**src/include/mirq_pkg.sv**
```systemverilog
// package: register map, field layout, reset values and timing counts of the interrupt block
package mirq_pkg;

    // ---------------------------------------------------------------
    // register offsets
    // ---------------------------------------------------------------
    localparam logic [7:0] ADDR_RANGE_SEL    = 8'h0f;
    localparam logic [7:0] ADDR_SOURCE_SEL   = 8'h16;
    localparam logic [7:0] ADDR_READY_EN     = 8'h17;
    localparam logic [7:0] ADDR_MOTION_ROUTE = 8'h19;
    localparam logic [7:0] ADDR_READY_ROUTE  = 8'h1a;
    localparam logic [7:0] ADDR_PIN_CONFIG   = 8'h20;
    localparam logic [7:0] ADDR_HOLD_TIME    = 8'h21;
    localparam logic [7:0] ADDR_DURATION     = 8'h27;
    localparam logic [7:0] ADDR_THRESHOLD    = 8'h28;
    localparam logic [7:0] ADDR_MOTION_FLAG  = 8'h09;

    // ---------------------------------------------------------------
    // field positions
    // ---------------------------------------------------------------
    localparam int BIT_READY_ROUTE  = 0;
    localparam int BIT_MOTION_ROUTE = 2;
    localparam int BIT_MOTION_FLAG  = 2;
    localparam int BIT_READY_EN     = 4;
    localparam int BIT_POLARITY     = 0;
    localparam int BIT_DRAIN        = 1;
    localparam int BIT_CLEAR_HELD   = 7;
    localparam int POS_SOURCE_SEL   = 6;
    localparam int POS_MOTION_CNT   = 0;
    localparam int POS_QUIET_CNT    = 4;

    // ---------------------------------------------------------------
    // reset values
    // ---------------------------------------------------------------
    localparam logic [7:0] RST_READY_ROUTE = 8'h00;
    localparam logic [7:0] RST_PIN_CONFIG  = 8'h01;
    localparam logic [7:0] RST_HOLD_TIME   = 8'h00;
    localparam logic [7:0] RST_DURATION    = 8'h00;
    localparam logic [7:0] RST_THRESHOLD   = 8'h14;
    localparam logic [7:0] RST_RANGE       = 8'h00;
    localparam logic [7:0] RST_MISC        = 8'h00;

    // ---------------------------------------------------------------
    // range factors in thousandths of a milli-g per threshold step
    // ---------------------------------------------------------------
    localparam logic [13:0] FACTOR_2G = 14'h0f46; // 3.910 mg
    localparam logic [13:0] FACTOR_4G = 14'h1e82; // 7.810 mg
    localparam logic [13:0] FACTOR_8G = 14'h3d09; // 15.625 mg

    // ---------------------------------------------------------------
    // timing: base tick of 1 ms derived from the 200 MHz clock
    // ---------------------------------------------------------------
    localparam int CLK_MHZ     = 200;
    localparam int TICK_US     = 1000;
    localparam int TICK_CYCLES = TICK_US * CLK_MHZ;
    // hold times in ms for codes 0..15; 0 = none, all ones = permanent
    localparam logic [13:0] HOLD_NONE = 14'h0000;
    localparam logic [13:0] HOLD_PERM = 14'h3fff;
    localparam logic [13:0] HOLD_MS [16] = '{
        14'h0000, 14'h00fa, 14'h01f4, 14'h03e8, 14'h07d0, 14'h0fa0, 14'h1f40, 14'h3fff,
        14'h0000, 14'h0001, 14'h0001, 14'h0002, 14'h0019, 14'h0032, 14'h0064, 14'h3fff};

    typedef enum logic [1:0] {
        ST_IDLE = 2'b00,
        ST_HELD = 2'b01,
        ST_PERM = 2'b10
    } mirq_hold_state_type;

endpackage

```
**src/rtl/mirq_counter.sv**
```systemverilog
// duration counter: consecutive-sample qualifier for activity and inactivity
`timescale 1ns/10ps
module mirq_counter (
    input  wire logic       i_clk,
    input  wire logic       i_arst_n,
    input  wire logic       i_sample,
    input  wire logic       i_cond,
    input  wire logic [3:0] i_count,
    output logic            o_hit
);
    typedef struct packed {
        logic [4:0] run;
        logic       hit;
    } mirq_cnt_state_type;

    mirq_cnt_state_type state_reg;
    mirq_cnt_state_type state_next;

    // the run saturates one above the limit so a long condition does not wrap
    always_comb begin
        state_next = state_reg;
        if (i_sample) begin
            if (i_cond) begin
                if (state_reg.run <= {1'b0, i_count}) begin
                    state_next.run = state_reg.run + 5'h01;
                end
            end else begin
                state_next.run = 5'h00;
            end
        end
        state_next.hit = (state_next.run > {1'b0, i_count});
    end

    always_ff @(posedge i_clk or negedge i_arst_n) begin
        if (!i_arst_n) begin
            state_reg <= '0;
        end else begin
            state_reg <= state_next;
        end
    end

    assign o_hit = state_reg.hit;
endmodule

```
**src/rtl/mirq_top.sv**
```systemverilog
// interrupt routing, hold-time latch and activity qualification of the motion sensor
`timescale 1ns/10ps

module mirq_top (
    input  wire logic        i_clk,
    input  wire logic        i_arst_n,
    input  wire logic        i_wr_en,
    input  wire logic        i_rd_en,
    input  wire logic [7:0]  i_addr,
    input  wire logic [7:0]  i_wdata,
    input  wire logic        i_rate_tick,
    input  wire logic        i_fast_tick,
    input  wire logic        i_new_data,
    input  wire logic        i_above_thr,
    output logic      [7:0]  o_rdata,
    output logic             o_int_out,
    output logic             o_int_oe,
    output logic             o_active,
    output logic             o_inactive,
    output logic      [21:0] o_thr_umg
);
    typedef struct packed {
        logic [7:0]                   ready_route;
        logic [7:0]                   motion_route;
        logic [7:0]                   ready_en;
        logic [7:0]                   source_sel;
        logic [7:0]                   range_sel;
        logic [7:0]                   pin_cfg;
        logic [7:0]                   hold_code;
        logic [7:0]                   duration;
        logic [7:0]                   threshold;
        logic                         motion_flag;
        logic                         act_prev;
        mirq_pkg::mirq_hold_state_type hold_st;
        logic [13:0]                  hold_ms;
        logic [31:0]                  tick_cnt;
        logic [7:0]                   rdata;
        logic                         pin_out;
        logic                         pin_oe;
        logic                         active;
        logic                         inactive;
        logic [21:0]                  thr_umg;
    } mirq_state_type;

    mirq_state_type state_reg;
    mirq_state_type state_next;
    logic           act_hit;
    logic           quiet_hit;
    logic           sample;

    function automatic logic [13:0] range_factor(input logic [1:0] full_scale_sel);
        case (full_scale_sel)
            2'b00:   range_factor = mirq_pkg::FACTOR_2G;
            2'b01:   range_factor = mirq_pkg::FACTOR_4G;
            default: range_factor = mirq_pkg::FACTOR_8G;
        endcase
    endfunction

    // ---------------------------------------------------------------
    // duration qualification
    // ---------------------------------------------------------------
    assign sample = (state_reg.source_sel[mirq_pkg::POS_SOURCE_SEL +: 2] == 2'b00)
                    ? i_fast_tick : i_rate_tick;

    mirq_counter u_act (
        .i_clk    (i_clk),
        .i_arst_n (i_arst_n),
        .i_sample (sample),
        .i_cond   (i_above_thr),
        .i_count  (state_reg.duration[mirq_pkg::POS_MOTION_CNT +: 4]),
        .o_hit    (act_hit)
    );

    mirq_counter u_quiet (
        .i_clk    (i_clk),
        .i_arst_n (i_arst_n),
        .i_sample (sample),
        .i_cond   (!i_above_thr),
        .i_count  (state_reg.duration[mirq_pkg::POS_QUIET_CNT +: 4]),
        .o_hit    (quiet_hit)
    );

    // ---------------------------------------------------------------
    // next state
    // ---------------------------------------------------------------
    always_comb begin
        logic        ready_irq;
        logic        act_irq;
        logic        src;
        logic        clear;
        logic        asserted;
        logic [13:0] hold;
        ready_irq  = 1'b0;
        act_irq    = 1'b0;
        src        = 1'b0;
        clear      = 1'b0;
        asserted   = 1'b0;
        hold       = mirq_pkg::HOLD_NONE;
        state_next = state_reg;

        clear = i_wr_en && (i_addr == mirq_pkg::ADDR_PIN_CONFIG)
                && i_wdata[mirq_pkg::BIT_CLEAR_HELD];
        if (i_wr_en) begin
            case (i_addr)
                mirq_pkg::ADDR_READY_ROUTE:  state_next.ready_route  = i_wdata;
                mirq_pkg::ADDR_MOTION_ROUTE: state_next.motion_route = i_wdata;
                mirq_pkg::ADDR_READY_EN:     state_next.ready_en     = i_wdata;
                mirq_pkg::ADDR_SOURCE_SEL:   state_next.source_sel   = i_wdata;
                mirq_pkg::ADDR_RANGE_SEL:    state_next.range_sel    = i_wdata;
                mirq_pkg::ADDR_PIN_CONFIG:   state_next.pin_cfg      = {1'b0, i_wdata[6:0]};
                mirq_pkg::ADDR_HOLD_TIME:    state_next.hold_code    = i_wdata;
                mirq_pkg::ADDR_DURATION:     state_next.duration     = i_wdata;
                mirq_pkg::ADDR_THRESHOLD:    state_next.threshold    = i_wdata;
                default: ;
            endcase
        end

        // sources and routing
        ready_irq = i_new_data && state_reg.ready_en[mirq_pkg::BIT_READY_EN]
                    && state_reg.ready_route[mirq_pkg::BIT_READY_ROUTE];
        act_irq   = act_hit && state_reg.motion_route[mirq_pkg::BIT_MOTION_ROUTE];
        src       = ready_irq || act_irq;

        // motion flag: a new activity event wins over the clear
        state_next.act_prev = act_hit;
        if (clear) begin
            state_next.motion_flag = 1'b0;
        end
        if (act_hit && !state_reg.act_prev) begin
            state_next.motion_flag = 1'b1;
        end

        // hold-time latch
        hold = mirq_pkg::HOLD_MS[state_reg.hold_code[3:0]];
        if (state_reg.tick_cnt >= 32'(mirq_pkg::TICK_CYCLES - 1)) begin
            state_next.tick_cnt = 32'h0000_0000;
        end else begin
            state_next.tick_cnt = state_reg.tick_cnt + 32'h0000_0001;
        end
        case (state_reg.hold_st)
            mirq_pkg::ST_IDLE: begin
                if (src && hold == mirq_pkg::HOLD_PERM) begin
                    state_next.hold_st = mirq_pkg::ST_PERM;
                end else if (src && hold != mirq_pkg::HOLD_NONE) begin
                    state_next.hold_st  = mirq_pkg::ST_HELD;
                    state_next.hold_ms  = hold;
                    state_next.tick_cnt = 32'h0000_0000;
                end
            end
            mirq_pkg::ST_HELD: begin
                if (clear) begin
                    state_next.hold_st = mirq_pkg::ST_IDLE;
                end else if (state_reg.tick_cnt >= 32'(mirq_pkg::TICK_CYCLES - 1)) begin
                    if (state_reg.hold_ms <= 14'h0001) begin
                        state_next.hold_st = mirq_pkg::ST_IDLE;
                    end
                    state_next.hold_ms = state_reg.hold_ms - 14'h0001;
                end
            end
            mirq_pkg::ST_PERM: begin
                if (clear) begin
                    state_next.hold_st = mirq_pkg::ST_IDLE;
                end
            end
            default: state_next.hold_st = mirq_pkg::ST_IDLE;
        endcase
        asserted = src || (state_reg.hold_st != mirq_pkg::ST_IDLE);

        // pin drive: open-drain only pulls low; polarity 0 pulls while asserted, polarity 1 while deasserted
        if (state_reg.pin_cfg[mirq_pkg::BIT_DRAIN]) begin
            state_next.pin_out = 1'b0;
            state_next.pin_oe  = (asserted != state_reg.pin_cfg[mirq_pkg::BIT_POLARITY]);
        end else begin
            state_next.pin_out = (asserted == state_reg.pin_cfg[mirq_pkg::BIT_POLARITY]);
            state_next.pin_oe  = 1'b1;
        end

        state_next.active   = act_hit;
        state_next.inactive = quiet_hit;
        // widen both operands first so the product is not cut to 14 bits
        state_next.thr_umg  = 22'(state_reg.threshold)
                              * 22'(range_factor(state_reg.range_sel[1:0]));

        // read back
        state_next.rdata = 8'h00;
        if (i_rd_en) begin
            case (i_addr)
                mirq_pkg::ADDR_READY_ROUTE:  state_next.rdata = state_reg.ready_route;
                mirq_pkg::ADDR_MOTION_ROUTE: state_next.rdata = state_reg.motion_route;
                mirq_pkg::ADDR_READY_EN:     state_next.rdata = state_reg.ready_en;
                mirq_pkg::ADDR_SOURCE_SEL:   state_next.rdata = state_reg.source_sel;
                mirq_pkg::ADDR_RANGE_SEL:    state_next.rdata = state_reg.range_sel;
                mirq_pkg::ADDR_PIN_CONFIG:   state_next.rdata = state_reg.pin_cfg;
                mirq_pkg::ADDR_HOLD_TIME:    state_next.rdata = state_reg.hold_code;
                mirq_pkg::ADDR_DURATION:     state_next.rdata = state_reg.duration;
                mirq_pkg::ADDR_THRESHOLD:    state_next.rdata = state_reg.threshold;
                mirq_pkg::ADDR_MOTION_FLAG:
                    state_next.rdata = 8'(state_reg.motion_flag) << mirq_pkg::BIT_MOTION_FLAG;
                default: state_next.rdata = 8'h00;
            endcase
        end
    end

    // ---------------------------------------------------------------
    // state register
    // ---------------------------------------------------------------
    always_ff @(posedge i_clk or negedge i_arst_n) begin
        if (!i_arst_n) begin
            state_reg              <= '0;
            state_reg.ready_route  <= mirq_pkg::RST_READY_ROUTE;
            state_reg.motion_route <= mirq_pkg::RST_MISC;
            state_reg.ready_en     <= mirq_pkg::RST_MISC;
            state_reg.source_sel   <= mirq_pkg::RST_MISC;
            state_reg.range_sel    <= mirq_pkg::RST_RANGE;
            state_reg.pin_cfg      <= mirq_pkg::RST_PIN_CONFIG;
            state_reg.hold_code    <= mirq_pkg::RST_HOLD_TIME;
            state_reg.duration     <= mirq_pkg::RST_DURATION;
            state_reg.threshold    <= mirq_pkg::RST_THRESHOLD;
            state_reg.hold_st      <= mirq_pkg::ST_IDLE;
            state_reg.pin_oe       <= 1'b1;
        end else begin
            state_reg <= state_next;
        end
    end

    assign o_rdata    = state_reg.rdata;
    assign o_int_out  = state_reg.pin_out;
    assign o_int_oe   = state_reg.pin_oe;
    assign o_active   = state_reg.active;
    assign o_inactive = state_reg.inactive;
    assign o_thr_umg  = state_reg.thr_umg;
endmodule

```
**config.mk**
```make
export PLATFORM = sky130hd
export DESIGN_NAME = mirq_top
export DESIGN_NICKNAME = d
export VERILOG_FILES = /design/src/include/mirq_pkg.sv /design/src/rtl/mirq_counter.sv /design/src/rtl/mirq_top.sv
export SDC_FILE = /design/constraint.sdc
export NUM_CORES = 1
export LEC_CHECK = 0
export ABC_AREA = 1
export BUFFER_PORTS_ARGS = -buffer_cell sky130_fd_sc_hd__buf_2
export CAP_MARGIN = 10
export CORE_ASPECT_RATIO = 0.75
export CORE_UTILIZATION = 45
export DETAILED_ROUTE_END_ITERATION = 12
export PLACE_DENSITY = 0.64
export SLEW_MARGIN = 10
export SYNTH_ARGS = -nofsm -noshare
export SYNTH_HDL_FRONTEND = slang
export SYNTH_SLANG_ARGS = --single-unit
```
**constraint.sdc**
```tcl
create_clock -name i_clk -period 10.7 [get_ports i_clk]
set_input_delay 2.675 -clock i_clk [delete_from_list [all_inputs] [get_ports i_clk]]
set_output_delay 2.675 -clock i_clk [all_outputs]
set_load 0.03 [all_outputs]
```
==> out/metrics.yaml <==
status:
  outcome: "finished, final reports clean"
setup_path:
  slowest_stage: "dfrtp_1"
  critPathArrivalTime_ns: 6.06
  crit_path_start_kind: "flop"
  cp_top_family: "adder cells"
  critPathCaptureType: "flop"
  path_buf_inv: 4
  cpMostUsedCell: "inv_1"
  worstPathRequired_ns: 11.04
  crit_type: "reg -> reg"
  slowest_delay_ns: 0.61
  cp_cell_sequence: "nor2_1, inv_1, nor2_1, xor2_1, inv_1, ha_1, fa_1, inv_1, fa_1, fa_1, inv_1, ha_1, nand2_1, o21ai_0, nor2_1, o21ai_0, nand3_1, nand3_1, nand2_1"
  path_max_fanout: 21
finish:
  nets: 1657
  drive_above_1_share: 0.08779
  antenna_cells: 0
  largest_register_ff_count: 120
  post-route-util: 0.5025
  area_delta_synth_final_pct: 9.154
  final_cell_mix: "320 x nand2_1, 270 x inv_1, 162 x dfrtp_1, 146 x nor2_1, 114 x o21ai_0"
  final_common_cell: "nand2_1"
floorplanning:
  core_um2: 25090
  die_w_um: 187.0
  io_pins: 58
  initial_utilization: 0.4604
  rows: 50
  die-area_um2: 26320
  die-height_um: 140.7
job:
  maxCapViolations: 0
clocking:
  numCtsBuffers: 17
  cts_root_buf: "clkbuf_16"
  clkSlewWorstSetupHoldPaths_ns: 0.07
  cts_sinks: 166
  clk_latency_ns: 0.45
  clock_path_buffers: 2
  cts_resized: 0
  htree_num_levels: 4
  cts_hold_buffers: 0
  postCtsSetupBuffers: 0
  cts_tree: "yes"
logic_synthesis:
  synth_compound_area_frac: 0.08981
  yosys_warnings: 0
  synth_mux_area_frac: 0
  synth_adder_area_share: 0.1757
  yosys.area_share.simple: 0.2267
  synth_cell_types: 49
  synthXorXnorAreaFrac: 0.02882
  yosysSeqAreaShare: 0.3601
  syn_avg_cell_area_um2: 7.895
  synth-seq-cells: 166
  synth_top_family_by_area: "simple AND/OR/NAND/NOR gates"
  synth_cells: 1463
  syn_area_um2: 11550
detailed_routing:
  avgViaCountPerCell: 5.040
  first_iter_violations: 819
  detail-route-antenna-nets: 0
  vias: 9340
  wl_per_cell_um: 15.31
  first_pass_iters: 7
  drcViolationCount: 0
  wirelength_mm: 28.37
grt:
  grt_util_all_layers: 0.2263
  grt_pass1_wl_mm: 46.69
  antenna_found_initial: 0
  overflow: 0
  grt_pass1_vias: 8543
  grt_max_degree: 101
timing:
  worst_pin_slew_ns: 1.091
  skew_ns: 0.01383
  clock.fmax_mhz: 175.0
  rsz0062_at_grt: "false"
  hold_viol: 0
  period_needed_ns: 5.715
  slew_headroom: 0.2701
  drv_slew: 0
  setup-violations-final: 0
  setup_tns_ns: 0
  post-route-period-util: 0.5341
power:
  p_leak_uw: 0.006750
  ir_worst_vdd_v: 0.0001084
  power.density_nw_per_um2: 147.3
placement:
  place_congestion: 0.9167
  numPortBuffers: 57
  hpwl_mm: 21.32
hold_path:
  min_path_type: "reg -> reg"
[per-layer routing]
layer  share of wire  GRT usage  vias to the layer above
met5               0          0                        -
met4          0.0082    0.04702                        0
met3           0.063    0.03983                       18
met2            0.40     0.2997                      284
met1            0.53     0.3734                     4429
li1                -          -                     4609
[through the flow]
stage	hold slack [ns]	total power (µW)	setup WS, ns	std cells	instance area, µm²
after floorplan	0.3312	1100	6.144	1478	11610
after global placement	0.3339	1196	5.350	1821	11990
after detailed placement	0.3385	1202	5.093	1821	11990
after CTS	0.3549	1868	5.088	1853	12610
after global routing	0.3664	1971	4.644	1853	12610
final	0.3516	1857	4.985	1853	12610
[cell families after synthesis]
logic type | Yosys count
and+or+nand+nor | 611
buffers and inverters | 326
AOI/OAI and AO/OA | 189
DFF | 166
adders and majority gates | 131
xor gates and xnor gates | 38
other | 2
[worst reg2reg max path: cells and delay by family, from the launching register on]
family	cells	cell delay, ns
simple gates	7	1.45
compound gates	2	0.76
flops	1	0.61
fa+ha+maj	5	2.18
buf+inv	4	0.44
xor+xnor	1	0.16
[path summary, 6_finish.rpt]
kind,start,end,slack (ns),cells after the start
max,state_reg[117],o_thr_umg[19],4.98,19
min,u_quiet.o_hit,o_inactive,0.35,0
max reg2reg,state_reg[117],o_thr_umg[19],4.98,19
min reg2reg,u_quiet.o_hit,o_inactive,0.35,0
max in group asynchronous,i_arst_n,state_reg[41],6.90,2
min in group asynchronous,i_arst_n,o_thr_umg[1],2.34,1
[synth_stat cells (all sizes together)]
library cell / count / area share
a211oi: 2 / 0.0013
a21boi: 1 / 0.00065
a21o: 4 / 0.0026
a21oi: 34 / 0.016
a221oi: 1 / 0.00076
a31o: 2 / 0.0015
a31oi: 5 / 0.0027
and2: 1 / 0.00054
and3: 1 / 0.00054
buf: 36 / 0.024
clkbuf: 18 / 0.0058
clkinv: 1 / 0.00032
conb: 2 / 0.00065
dfrtp: 162 / 0.35
dfstp: 4 / 0.0091
fa: 52 / 0.090
ha: 79 / 0.086
inv: 271 / 0.088
nand2: 329 / 0.11
nand3: 70 / 0.032
nand3b: 1 / 0.00065
nand4: 25 / 0.014
nor2: 160 / 0.057
nor3: 15 / 0.0074
nor4: 4 / 0.0022
o211ai: 3 / 0.0019
o21a: 1 / 0.00065
o21ai: 116 / 0.051
o21bai: 2 / 0.0013
o22ai: 16 / 0.0087
o2bb2ai: 1 / 0.00076
o31ai: 1 / 0.00065
or2: 5 / 0.0027
xnor2: 11 / 0.0083
xor2: 27 / 0.020
[final cells by class]
| type | instances | area, µm² |
|---|---|---|
| timing repair buffer | 59 | 306.5 |
| fill | 2404 | 12480 |
| inverter | 272 | 1021 |
| multi-input combinational | 986 | 6082 |
| sequential | 166 | 4159 |
| clock inverter | 14 | 176.4 |
| clock buffer | 18 | 439.2 |
| tap | 338 | 422.9 |
[power by group]
part	internal [µW]	switching [µW]	total, µW
logic	151	293	444
registers	694	55.2	750
clock network	363	301	664
(Power assumes the default switching activity.)
